===== config.mk =====
export PLATFORM = sky130hd
export DESIGN_NAME = uvh_input_low_fault
export DESIGN_NICKNAME = d
export VERILOG_FILES = /design/src/uvh_pkg.sv /design/src/uvh_timer_if.sv /design/src/uvh_delay_timer.sv /design/src/uvh_input_low_fault.sv
export SDC_FILE = /design/constraint.sdc
export NUM_CORES = 1
export LEC_CHECK = 0
export BUFFER_PORTS_ARGS = -buffer_cell sky130_fd_sc_hd__buf_4
export CORE_ASPECT_RATIO = 1.2
export CORE_UTILIZATION = 30
export CTS_CLUSTER_DIAMETER = 150
export DETAILED_ROUTE_END_ITERATION = 8
export GPL_TIMING_DRIVEN = 0
export SKIP_CTS_REPAIR_TIMING = 1
export SLEW_MARGIN = 20
export SYNTH_ARGS = -nofsm -noshare
export SYNTH_HDL_FRONTEND = slang
export SYNTH_SLANG_ARGS = --single-unit

===== constraint.sdc =====
create_clock -name clk -period 8.61 [get_ports clk]
set_input_delay 0.4305 -clock clk [delete_from_list [all_inputs] [get_ports clk]]
set_output_delay 0.4305 -clock clk [all_outputs]
set_load 0.01 [all_outputs]

===== src/uvh_pkg.sv =====
// Constants, types and helpers for the input undervoltage fault handler
package uvh_pkg;

  // ----------------------------------------------------------------
  // Command codes
  // ----------------------------------------------------------------
  localparam logic [7:0] CMD_INPUT_LOW_WARNING_THRESHOLD = 8'h58;
  localparam logic [7:0] CMD_INPUT_LOW_FAULT_THRESHOLD = 8'h59;
  localparam logic [7:0] CMD_INPUT_LOW_FAULT_REACTION = 8'h5a;

  // ----------------------------------------------------------------
  // Reset values
  // ----------------------------------------------------------------
  localparam logic [15:0] RST_WARNING_THRESHOLD = 16'h0000;
  localparam logic [15:0] RST_FAULT_THRESHOLD = 16'h0000;
  localparam logic [7:0] RST_FAULT_REACTION = 8'h00;

  // ----------------------------------------------------------------
  // Reaction byte fields
  // ----------------------------------------------------------------
  localparam int REACT_MODE_LSB = 6;
  localparam int REACT_RETRY_LSB = 3;
  localparam int REACT_DELAY_LSB = 0;

  localparam logic [1:0] MODE_IGNORE = 2'b00;
  localparam logic [1:0] MODE_RUN_THEN_RETRY = 2'b01;
  localparam logic [1:0] MODE_DISABLE_RETRY = 2'b10;
  localparam logic [1:0] MODE_DISABLE_RESUME = 2'b11;

  localparam logic [2:0] RETRY_NONE = 3'b000;
  localparam logic [2:0] RETRY_FOREVER = 3'b111;

  // ----------------------------------------------------------------
  // Handler states
  // ----------------------------------------------------------------
  typedef enum logic [2:0] {
    ST_RUN = 3'b000,
    ST_CONTINUE = 3'b001,
    ST_RETRY_WAIT = 3'b010,
    ST_LATCHED = 3'b011,
    ST_RESUME_WAIT = 3'b100
  } uvh_state_e;

  // Number of time units for a delay code: two to the code
  function automatic logic [7:0] uvh_units(input logic [2:0] code);
    uvh_units = 8'h01 << code;
  endfunction : uvh_units

  // Linear value (5-bit exponent, 11-bit mantissa) to fixed point, 16 frac
  function automatic logic signed [47:0] uvh_lin_to_fix(
    input logic [15:0] lin
  );
    logic signed [5:0] sh;
    logic signed [47:0] m;
    sh = {lin[15], lin[15:11]};
    m = {{37{lin[10]}}, lin[10:0]} <<< 16;
    if (sh < 0) begin
      uvh_lin_to_fix = m >>> (-sh);
    end else begin
      uvh_lin_to_fix = m <<< sh;
    end
  endfunction : uvh_lin_to_fix

endpackage : uvh_pkg


===== src/uvh_timer_if.sv =====
// Link between the fault handler and its delay timer
`timescale 1ns/1ps
interface uvh_timer_if #(
  parameter int UNIT_W = 16
);
  logic start;
  logic [2:0] code;
  logic [UNIT_W-1:0] unitCycles;
  logic expired;

  modport ctrl (
    output start,
    output code,
    output unitCycles,
    input expired
  );
  modport timer (
    input start,
    input code,
    input unitCycles,
    output expired
  );
endinterface : uvh_timer_if


===== src/uvh_delay_timer.sv =====
// Power-of-two count of programmable time units
`timescale 1ns/1ps
module uvh_delay_timer
  import uvh_pkg::*;
#(
  parameter int UNIT_W = 16
) (
  // Clock and reset
  input wire logic clk,
  input wire logic resetn,
  // Handler side
  uvh_timer_if.timer tmr
);

  logic running_r;
  logic [2:0] code_r;
  logic [UNIT_W-1:0] unitCnt_r;
  logic [7:0] tally_r;

  // ----------------------------------------------------------------
  // Terminal counts
  // ----------------------------------------------------------------
  wire logic unitLast;
  wire logic tallyLast;
  assign unitLast = ({1'b0, unitCnt_r} + {{UNIT_W{1'b0}}, 1'b1})
                    >= {1'b0, tmr.unitCycles};
  assign tallyLast = tally_r == (uvh_units(code_r) - 8'h01);
  assign tmr.expired = running_r & unitLast & tallyLast;

  // ----------------------------------------------------------------
  // Counters
  // ----------------------------------------------------------------
  always_ff @(posedge clk) begin
    if (!resetn || tmr.start || !running_r || unitLast) begin
      unitCnt_r <= '0;
    end else begin
      unitCnt_r <= unitCnt_r + {{(UNIT_W-1){1'b0}}, 1'b1};
    end
  end

  always_ff @(posedge clk) begin
    if (!resetn) begin
      running_r <= 1'b0;
      code_r <= 3'h0;
      tally_r <= 8'h00;
    end else if (tmr.start) begin
      running_r <= 1'b1;
      code_r <= tmr.code;
      tally_r <= 8'h00;
    end else if (tmr.expired) begin
      running_r <= 1'b0;
    end else if (running_r && unitLast) begin
      tally_r <= tally_r + 8'h01;
    end
  end

endmodule : uvh_delay_timer


===== src/uvh_input_low_fault.sv =====
// Input undervoltage warning, fault detection and fault reaction
`timescale 1ns/1ps
module uvh_input_low_fault
  import uvh_pkg::*;
#(
  parameter int UNIT_W = 16
) (
  // Clock and reset
  input wire logic clk,
  input wire logic resetn,
  // Command port
  input wire logic cmdWrite,
  input wire logic cmdRead,
  input wire logic [7:0] cmdCode,
  input wire logic [15:0] cmdWdata,
  output logic [15:0] cmdRdata,
  output logic cmdRdValid,
  output logic cmdUnsupported,
  // Measurement and configuration from elsewhere in the device
  input wire logic [15:0] vinMeas,
  input wire logic [UNIT_W-1:0] timeUnitCycles,
  input wire logic hybridRatioRegulationEnable,
  // Device control
  input wire logic offCommand,
  input wire logic otherFaultShutdown,
  input wire logic faultClear,
  // Status and control out
  output logic outputEnable,
  output logic inputLowWarning,
  output logic inputLowFault,
  output logic hybridRatioRegulationActive,
  output logic retryActive,
  output logic [2:0] retryAttemptCount
);

  // ----------------------------------------------------------------
  // Registers
  // ----------------------------------------------------------------
  logic [15:0] inputLowWarningThreshold_r;
  logic [15:0] inputLowFaultThreshold_r;
  logic [7:0] inputLowFaultReaction_r;
  logic [15:0] cmdRdata_r;
  logic cmdRdValid_r;
  logic cmdUnsupported_r;
  logic inputLowWarning_r;
  logic inputLowFault_r;
  logic hybridRatioRegulationActive_r;
  uvh_state_e state_r;
  uvh_state_e state_nxt;
  logic [2:0] attempts_r;
  logic [2:0] attempts_nxt;
  logic timerStart;

  uvh_timer_if #(.UNIT_W(UNIT_W)) tmrBus ();

  // ----------------------------------------------------------------
  // Command decode
  // ----------------------------------------------------------------
  wire logic hitWarn;
  wire logic hitFault;
  wire logic hitReact;
  wire logic hitAny;
  wire logic [15:0] readMux;
  assign hitWarn = cmdCode == CMD_INPUT_LOW_WARNING_THRESHOLD;
  assign hitFault = cmdCode == CMD_INPUT_LOW_FAULT_THRESHOLD;
  assign hitReact = cmdCode == CMD_INPUT_LOW_FAULT_REACTION;
  assign hitAny = hitWarn | hitFault | hitReact;
  assign readMux = hitWarn ? inputLowWarningThreshold_r :
                   hitFault ? inputLowFaultThreshold_r :
                   hitReact ? {8'h00, inputLowFaultReaction_r} : 16'h0000;

  always_ff @(posedge clk) begin
    if (!resetn) begin
      inputLowWarningThreshold_r <= RST_WARNING_THRESHOLD;
      inputLowFaultThreshold_r <= RST_FAULT_THRESHOLD;
      inputLowFaultReaction_r <= RST_FAULT_REACTION;
    end else if (cmdWrite) begin
      if (hitWarn) begin
        inputLowWarningThreshold_r <= cmdWdata;
      end
      if (hitFault) begin
        inputLowFaultThreshold_r <= cmdWdata;
      end
      if (hitReact) begin
        inputLowFaultReaction_r <= cmdWdata[7:0];
      end
    end
  end

  always_ff @(posedge clk) begin
    if (!resetn) begin
      cmdRdata_r <= 16'h0000;
      cmdRdValid_r <= 1'b0;
      cmdUnsupported_r <= 1'b0;
    end else begin
      cmdRdValid_r <= cmdRead;
      cmdUnsupported_r <= (cmdRead | cmdWrite) & ~hitAny;
      if (cmdRead) begin
        cmdRdata_r <= readMux;
      end
    end
  end

  // ----------------------------------------------------------------
  // Reaction fields
  // ----------------------------------------------------------------
  wire logic [1:0] reactMode;
  wire logic [2:0] retrySetting;
  wire logic [2:0] delayCode;
  assign reactMode = inputLowFaultReaction_r[REACT_MODE_LSB +: 2];
  assign retrySetting = inputLowFaultReaction_r[REACT_RETRY_LSB +: 3];
  assign delayCode = inputLowFaultReaction_r[REACT_DELAY_LSB +: 3];

  // ----------------------------------------------------------------
  // Threshold comparison
  // ----------------------------------------------------------------
  wire logic signed [47:0] vinFix;
  wire logic signed [47:0] warnFix;
  wire logic signed [47:0] faultFix;
  wire logic belowWarn;
  wire logic belowFault;
  assign vinFix = uvh_lin_to_fix(vinMeas);
  assign warnFix = uvh_lin_to_fix(inputLowWarningThreshold_r);
  assign faultFix = uvh_lin_to_fix(inputLowFaultThreshold_r);
  assign belowWarn = vinFix < warnFix;
  assign belowFault = vinFix < faultFix;

  always_ff @(posedge clk) begin
    if (!resetn) begin
      inputLowWarning_r <= 1'b0;
      inputLowFault_r <= 1'b0;
      hybridRatioRegulationActive_r <= 1'b0;
    end else begin
      inputLowWarning_r <= belowWarn;
      inputLowFault_r <= belowFault;
      // Shares the warning threshold, gated by the option bit
      hybridRatioRegulationActive_r <=
        belowWarn & hybridRatioRegulationEnable;
    end
  end

  // ----------------------------------------------------------------
  // Delay timer
  // ----------------------------------------------------------------
  assign tmrBus.start = timerStart;
  assign tmrBus.code = delayCode;
  assign tmrBus.unitCycles = timeUnitCycles;

  uvh_delay_timer #(.UNIT_W(UNIT_W)) uDelay (
    .clk(clk),
    .resetn(resetn),
    .tmr(tmrBus.timer)
  );

  // ----------------------------------------------------------------
  // Fault reaction state machine
  // ----------------------------------------------------------------
  wire logic stopRetry;
  wire logic attemptsSpent;
  wire logic expired;
  assign stopRetry = offCommand | otherFaultShutdown;
  assign expired = tmrBus.expired;
  // Finite settings run out once the next failure reaches the count
  assign attemptsSpent = (retrySetting != RETRY_FOREVER) &&
                         ((attempts_r + 3'h1) >= retrySetting);

  always_comb begin
    state_nxt = state_r;
    attempts_nxt = attempts_r;
    timerStart = 1'b0;
    unique case (state_r)
      ST_RUN: begin
        attempts_nxt = 3'h0;
        if (inputLowFault_r) begin
          unique case (reactMode)
            MODE_IGNORE: begin
              state_nxt = ST_RUN;
            end
            MODE_RUN_THEN_RETRY: begin
              state_nxt = ST_CONTINUE;
              timerStart = 1'b1;
            end
            MODE_DISABLE_RETRY: begin
              if (retrySetting == RETRY_NONE) begin
                state_nxt = ST_LATCHED;
              end else begin
                state_nxt = ST_RETRY_WAIT;
                timerStart = 1'b1;
              end
            end
            MODE_DISABLE_RESUME: begin
              state_nxt = ST_RESUME_WAIT;
            end
          endcase
        end
      end
      ST_CONTINUE: begin
        if (expired) begin
          if (!inputLowFault_r) begin
            state_nxt = ST_RUN;
          end else if (retrySetting == RETRY_NONE) begin
            state_nxt = ST_LATCHED;
          end else begin
            state_nxt = ST_RETRY_WAIT;
            timerStart = 1'b1;
          end
        end
      end
      ST_RETRY_WAIT: begin
        if (stopRetry) begin
          state_nxt = ST_LATCHED;
        end else if (expired) begin
          if (!inputLowFault_r) begin
            state_nxt = ST_RUN;
          end else if (attemptsSpent) begin
            state_nxt = ST_LATCHED;
          end else begin
            // Next attempt starts a full delay after this one
            attempts_nxt = attempts_r + 3'h1;
            timerStart = 1'b1;
          end
        end
      end
      ST_LATCHED: begin
        if (faultClear) begin
          state_nxt = ST_RUN;
        end
      end
      ST_RESUME_WAIT: begin
        if (!inputLowFault_r) begin
          state_nxt = ST_RUN;
        end
      end
      default: begin
        state_nxt = ST_LATCHED;
      end
    endcase
  end

  always_ff @(posedge clk) begin
    if (!resetn) begin
      state_r <= ST_RUN;
      attempts_r <= 3'h0;
    end else begin
      state_r <= state_nxt;
      attempts_r <= attempts_nxt;
    end
  end

  // ----------------------------------------------------------------
  // Outputs
  // ----------------------------------------------------------------
  wire logic outputOff;
  assign outputOff = (state_r == ST_RETRY_WAIT) ||
                     (state_r == ST_LATCHED) ||
                     (state_r == ST_RESUME_WAIT);

  assign outputEnable = ~outputOff;
  assign inputLowWarning = inputLowWarning_r;
  assign inputLowFault = inputLowFault_r;
  assign hybridRatioRegulationActive = hybridRatioRegulationActive_r;
  assign retryActive = state_r == ST_RETRY_WAIT;
  assign retryAttemptCount = attempts_r;
  assign cmdRdata = cmdRdata_r;
  assign cmdRdValid = cmdRdValid_r;
  assign cmdUnsupported = cmdUnsupported_r;

endmodule : uvh_input_low_fault


==> results <==
- The tool flagged a number of max-cap violations equal to 0.
- The share of the synthesized area in the top cell type is 16.3%.
- The routed design uses 2.10 mm of met3 wire.
- The routed via count is 12.8k.
- The floorplan step defined a die boundary enclosing 0.0397 mm^2.
- The total routing usage reported by global routing is 20.7%.
- Leaving out fill and tap cells, the most frequent cell in the layout is sky130_fd_sc_hd__nand2_1.
- The synthesized design spends more area on one cell type than any other, namely sky130_fd_sc_hd__dfxtp_1.
- The highest layer touched by signal routing is met4.
- Total power for the finished layout comes to 1210 uW.
- The number of different library cells used by synthesis comes to 77.
- On the final layout, the worst clock skew is 0.0114 ns.
- Walking the worst path, the cells encountered are buf_2 -> clkbuf_1 -> clkinv_1 -> ha_1 -> clkbuf_1 -> clkbuf_1 -> mux2i_1 -> mux2_2 -> mux2i_1 -> mux2_2 -> nand2_1 -> o21ai_0 -> nand2_1 -> ha_1 -> a21o_1 -> a21o_1 -> a21oi_1 -> nand4b_1 -> a32oi_1 -> o31ai_2 -> mux2i_1.
- The power density over the cells is 92.2 mW/mm^2.
- The Yosys warning count is 0.
- The kind of end point of the critical path is a flip-flop.
- The first global-routing pass estimated 65.3 mm of wire.
- The die extent in y is 218 um.
- Once detail routing completed, the nets flagged for antenna violations numbered 0.
- The root buffer selected by CTS is sky130_fd_sc_hd__clkbuf_16.
- Counting flops and latches in the post-synthesis netlist gives 95.
- The synthesized netlist occupies a cell area of 0.0117 mm^2.
- The required time reported for the critical path endpoint is 8.84 ns.
- The count of final hold-check violations is 0.
- The clock buffer count from CTS is 9.
- The top cell types in the final layout, fill and taps aside, are sky130_fd_sc_hd__nand2_1, sky130_fd_sc_hd__a21oi_1, sky130_fd_sc_hd__nor2_1.
- The category of the most critical setup path is flip-flop to flip-flop.
- The sum of overflow across all layers after global routing is 0.
- The achievable frequency is 177 MHz.
- The number of flops mapped to enable cells by yosys is 0.
- The total nets after synthesis is 1814.
- The iteration-0 DRC count of the detailed router is 1110.
- The floorplan has 78 rows.
- Headroom to the max-slew limit came out at 41.2%.
- The number of antenna violations at the first check in global routing came to 0.
- The family with the most delay on the worst path is buffers and inverters.
- In the synthesized netlist, the number of instances is 1637.
- The final weighted congestion in routability-driven placement is 0.923.
- In the synthesized netlist the dominant register cell turns out to be sky130_fd_sc_hd__dfxtp_1.
- The routed via count divided by cell count is 5.79.
- 90 I/O pins were placed.
- After synthesis, the cell types taking the most area are sky130_fd_sc_hd__dfxtp_1, sky130_fd_sc_hd__ha_1, sky130_fd_sc_hd__nand2_1.
- The number of buffers and inverters on the critical path is 5.
- Setup repair after global routing left no endpoint under its margin.
- For this block, the routed nets add up to 42.3 mm of wire.
- The length of routed met2 wiring is 21.1 mm.
- STA puts the critical path data arrival time at 5.87 ns.
- The source-to-sink clock delay at the later pin of the worst-skew pair is 0.36 ns.
- The count of pins over their slew limit is 0.
- The starting utilization of the core area is 30.7%.
- The number of global-route vias before repair is 12.0k.
- Setup violations remaining at the end of the flow were counted as 0.
- Prior to clock tree synthesis, the placed netlist has a worst setup slack of 2.73 ns.
- In this run the mean area of a mapped cell was 7.13 um^2.
- The worst-path maximum fanout is 10.
- The number of levels in the clock H-tree is 3.
- The final net count is 1908.
- The final routed wire length divided by cell count is 19.1 um.
- The detailed-routing wirelength on met1 is 17.4 mm.
- The ratio of final minimum period to clock period is 65.5%.
- The slew at the pin closest to its max-slew limit is 0.876 ns.
- In this run the standard cell core region covers 0.0381 mm^2.
- The final HPWL from detailed placement is 34.1 mm.
- The element type at the critical path start is a flip-flop.
- The TritonCTS sink count is 95.
- The async set-or-reset flop fraction in the synthesized netlist is 0%.
- The longest individual stage delay on the worst path is 0.44 ns.
- In the routed design, unresolved DRC markers number 0.
- The final critical path time including I/O delays and setup is 5.64 ns.
- The post-route worst setup slack is 2.97 ns.
- The flow ran to the end, and the final reports show no timing, DRC or antenna violations.
- After clock tree synthesis, the clock-pin slew on the worst setup and hold paths is 0.07 ns.
- The leakage power is 0.00487 uW.
- On the critical path, the stage with the largest delay is an instance of sky130_fd_sc_hd__clkbuf_1.
- The worst hold path belongs to the class input port to flip-flop.
- The floorplan step set the die width to 182 um.
- The proportion of synthesized chip area in sequential cells is 16.3%.
- The area overhead of the layout relative to synthesis is 12.9%.
- 0 antenna diodes ended up in the layout.
- For this run, the detailed router's first-pass iteration total came to 5.
- The pin count of the biggest net entering global routing is 18.
- VDD sags by at most 0.0000951 V.
- The longest clock path from root to sink contains 2 buffers.
- The share of layout cells above drive strength 1 is 10.1%.
- TritonCTS built the clock tree.
- After routing, the total negative slack on setup checks comes to 0 ns.
- The number of input and output port buffers inserted is 83.
synth_stat cells, types with 4 or more instances:
cell type and count:
sky130_fd_sc_hd__a2111oi_0 4, sky130_fd_sc_hd__a211oi_1 28, sky130_fd_sc_hd__a21boi_0 5, sky130_fd_sc_hd__a21o_1 15, sky130_fd_sc_hd__a21oi_1 145, sky130_fd_sc_hd__a22oi_1 18
sky130_fd_sc_hd__a31oi_1 27, sky130_fd_sc_hd__a41oi_1 10, sky130_fd_sc_hd__and2_1 12, sky130_fd_sc_hd__and3_1 10, sky130_fd_sc_hd__buf_1 6, sky130_fd_sc_hd__buf_2 6
sky130_fd_sc_hd__clkbuf_1 108, sky130_fd_sc_hd__clkinv_1 5, sky130_fd_sc_hd__dfxtp_1 95, sky130_fd_sc_hd__ha_1 113, sky130_fd_sc_hd__inv_1 45, sky130_fd_sc_hd__mux2_2 28
sky130_fd_sc_hd__mux2i_1 77, sky130_fd_sc_hd__mux4_2 19, sky130_fd_sc_hd__nand2_1 240, sky130_fd_sc_hd__nand2b_1 19, sky130_fd_sc_hd__nand3_1 62, sky130_fd_sc_hd__nand3b_1 4
sky130_fd_sc_hd__nand4_1 25, sky130_fd_sc_hd__nor2_1 134, sky130_fd_sc_hd__nor2b_1 26, sky130_fd_sc_hd__nor3_1 37, sky130_fd_sc_hd__nor4_1 6, sky130_fd_sc_hd__o211ai_1 11
sky130_fd_sc_hd__o21a_1 12, sky130_fd_sc_hd__o21ai_0 132, sky130_fd_sc_hd__o21bai_1 5, sky130_fd_sc_hd__o221ai_1 4, sky130_fd_sc_hd__o22a_1 5, sky130_fd_sc_hd__o22ai_1 18
sky130_fd_sc_hd__o31ai_1 9, sky130_fd_sc_hd__or3_1 6, sky130_fd_sc_hd__or4_1 4, sky130_fd_sc_hd__xnor2_1 22, sky130_fd_sc_hd__xor2_1 17
layer usage:
metal  vias up  global-route usage [%]
li1       6192                       -
met1      6070                    25.3
met2       465                    37.4
met3       107                    1.79
met4         0                    8.15
met5         -                       0
sequential cells by signal, indices dropped and copies added, names as in the netlist:
signal / cells
retryAttemptCount: 3
uDelay.tally_r: 8
inputLowFaultThreshold_r: 16
cmdRdata: 16
inputLowFault: 1
inputLowFaultReaction_r: 8
inputLowWarning: 1
cmdRdValid: 1
uDelay.unitCnt_r: 16
cmdUnsupported: 1
hybridRatioRegulationActive: 1
inputLowWarningThreshold_r: 16
uDelay.running_r: 1
state_r: 3
uDelay.code_r: 3
worst reg2reg max path, delay by kind of cell (launching register included):
family / cells / cell delay [ns]
AND/OR/NAND/NOR: 3 / 0.30
buffers and inverters: 5 / 1.79
flip-flops: 1 / 0.31
adder cells (fa/ha/maj): 2 / 0.71
multiplexers: 5 / 1.14
AO/OA/AOI/OAI: 6 / 1.26
cells by family (layout without fill, tap and decap cells):
group           after synthesis  after routing  synth area share (%)
buf+inv                     172            271                  5.73
xor+xnor                     40             40                  3.07
simple gates                603            603                  23.8
mux                         124            124                  13.0
flops                        95             95                  16.3
compound gates              490            490                  26.1
fa+ha+maj                   113            113                  12.1
where the power goes:
group	switching [uW]	internal (uW)	total [uW]	leakage (uW)
combinational	219	152	371	0.00397
sequential	7.12	448	455	0.000769
clock	189	199	388	0.000130
total	416	799	1210	0.00487
cell type report:
class / instances / area (um^2)
buffer: 122 / 480
clock buffer: 9 / 225
clock inverter: 7 / 56.3
fill: 4104 / 24900
inverter: 50 / 188
multi-input combinational: 1370 / 9100
sequential: 95 / 1900
tap: 480 / 601
timing repair buffer: 83 / 623
through the flow:
stage               cell area, um^2  std cells  util [%]  hold slack [ns]
global placement              12900       2200      33.9            0.472
finish                        13200       2216      34.6            0.358
CTS                           13200       2216      34.6            0.347
global route                  13200       2216      34.6            0.355
detailed placement            12900       2200      33.9            0.474
floorplan                     11700       1637         -            0.444
worst paths after layout:
path                                                                  start                                   endpoint  slack, ns  cells after the start
worst min-delay path                                           cmdWdata[15]  inputLowFaultThreshold_r[15]$_SDFFE_PN0P_       0.36                      3
worst max-delay path            inputLowWarningThreshold_r[11]$_SDFFE_PN0P_                 inputLowWarning$_SDFF_PN0_       2.97                     21
worst max register to register  inputLowWarningThreshold_r[11]$_SDFFE_PN0P_                 inputLowWarning$_SDFF_PN0_       2.97                     21
worst min register to register               uDelay.unitCnt_r[0]$_SDFF_PP0_             uDelay.unitCnt_r[0]$_SDFF_PP0_       0.48                      1
No activity file was read; power rests on OpenSTA's default activity.
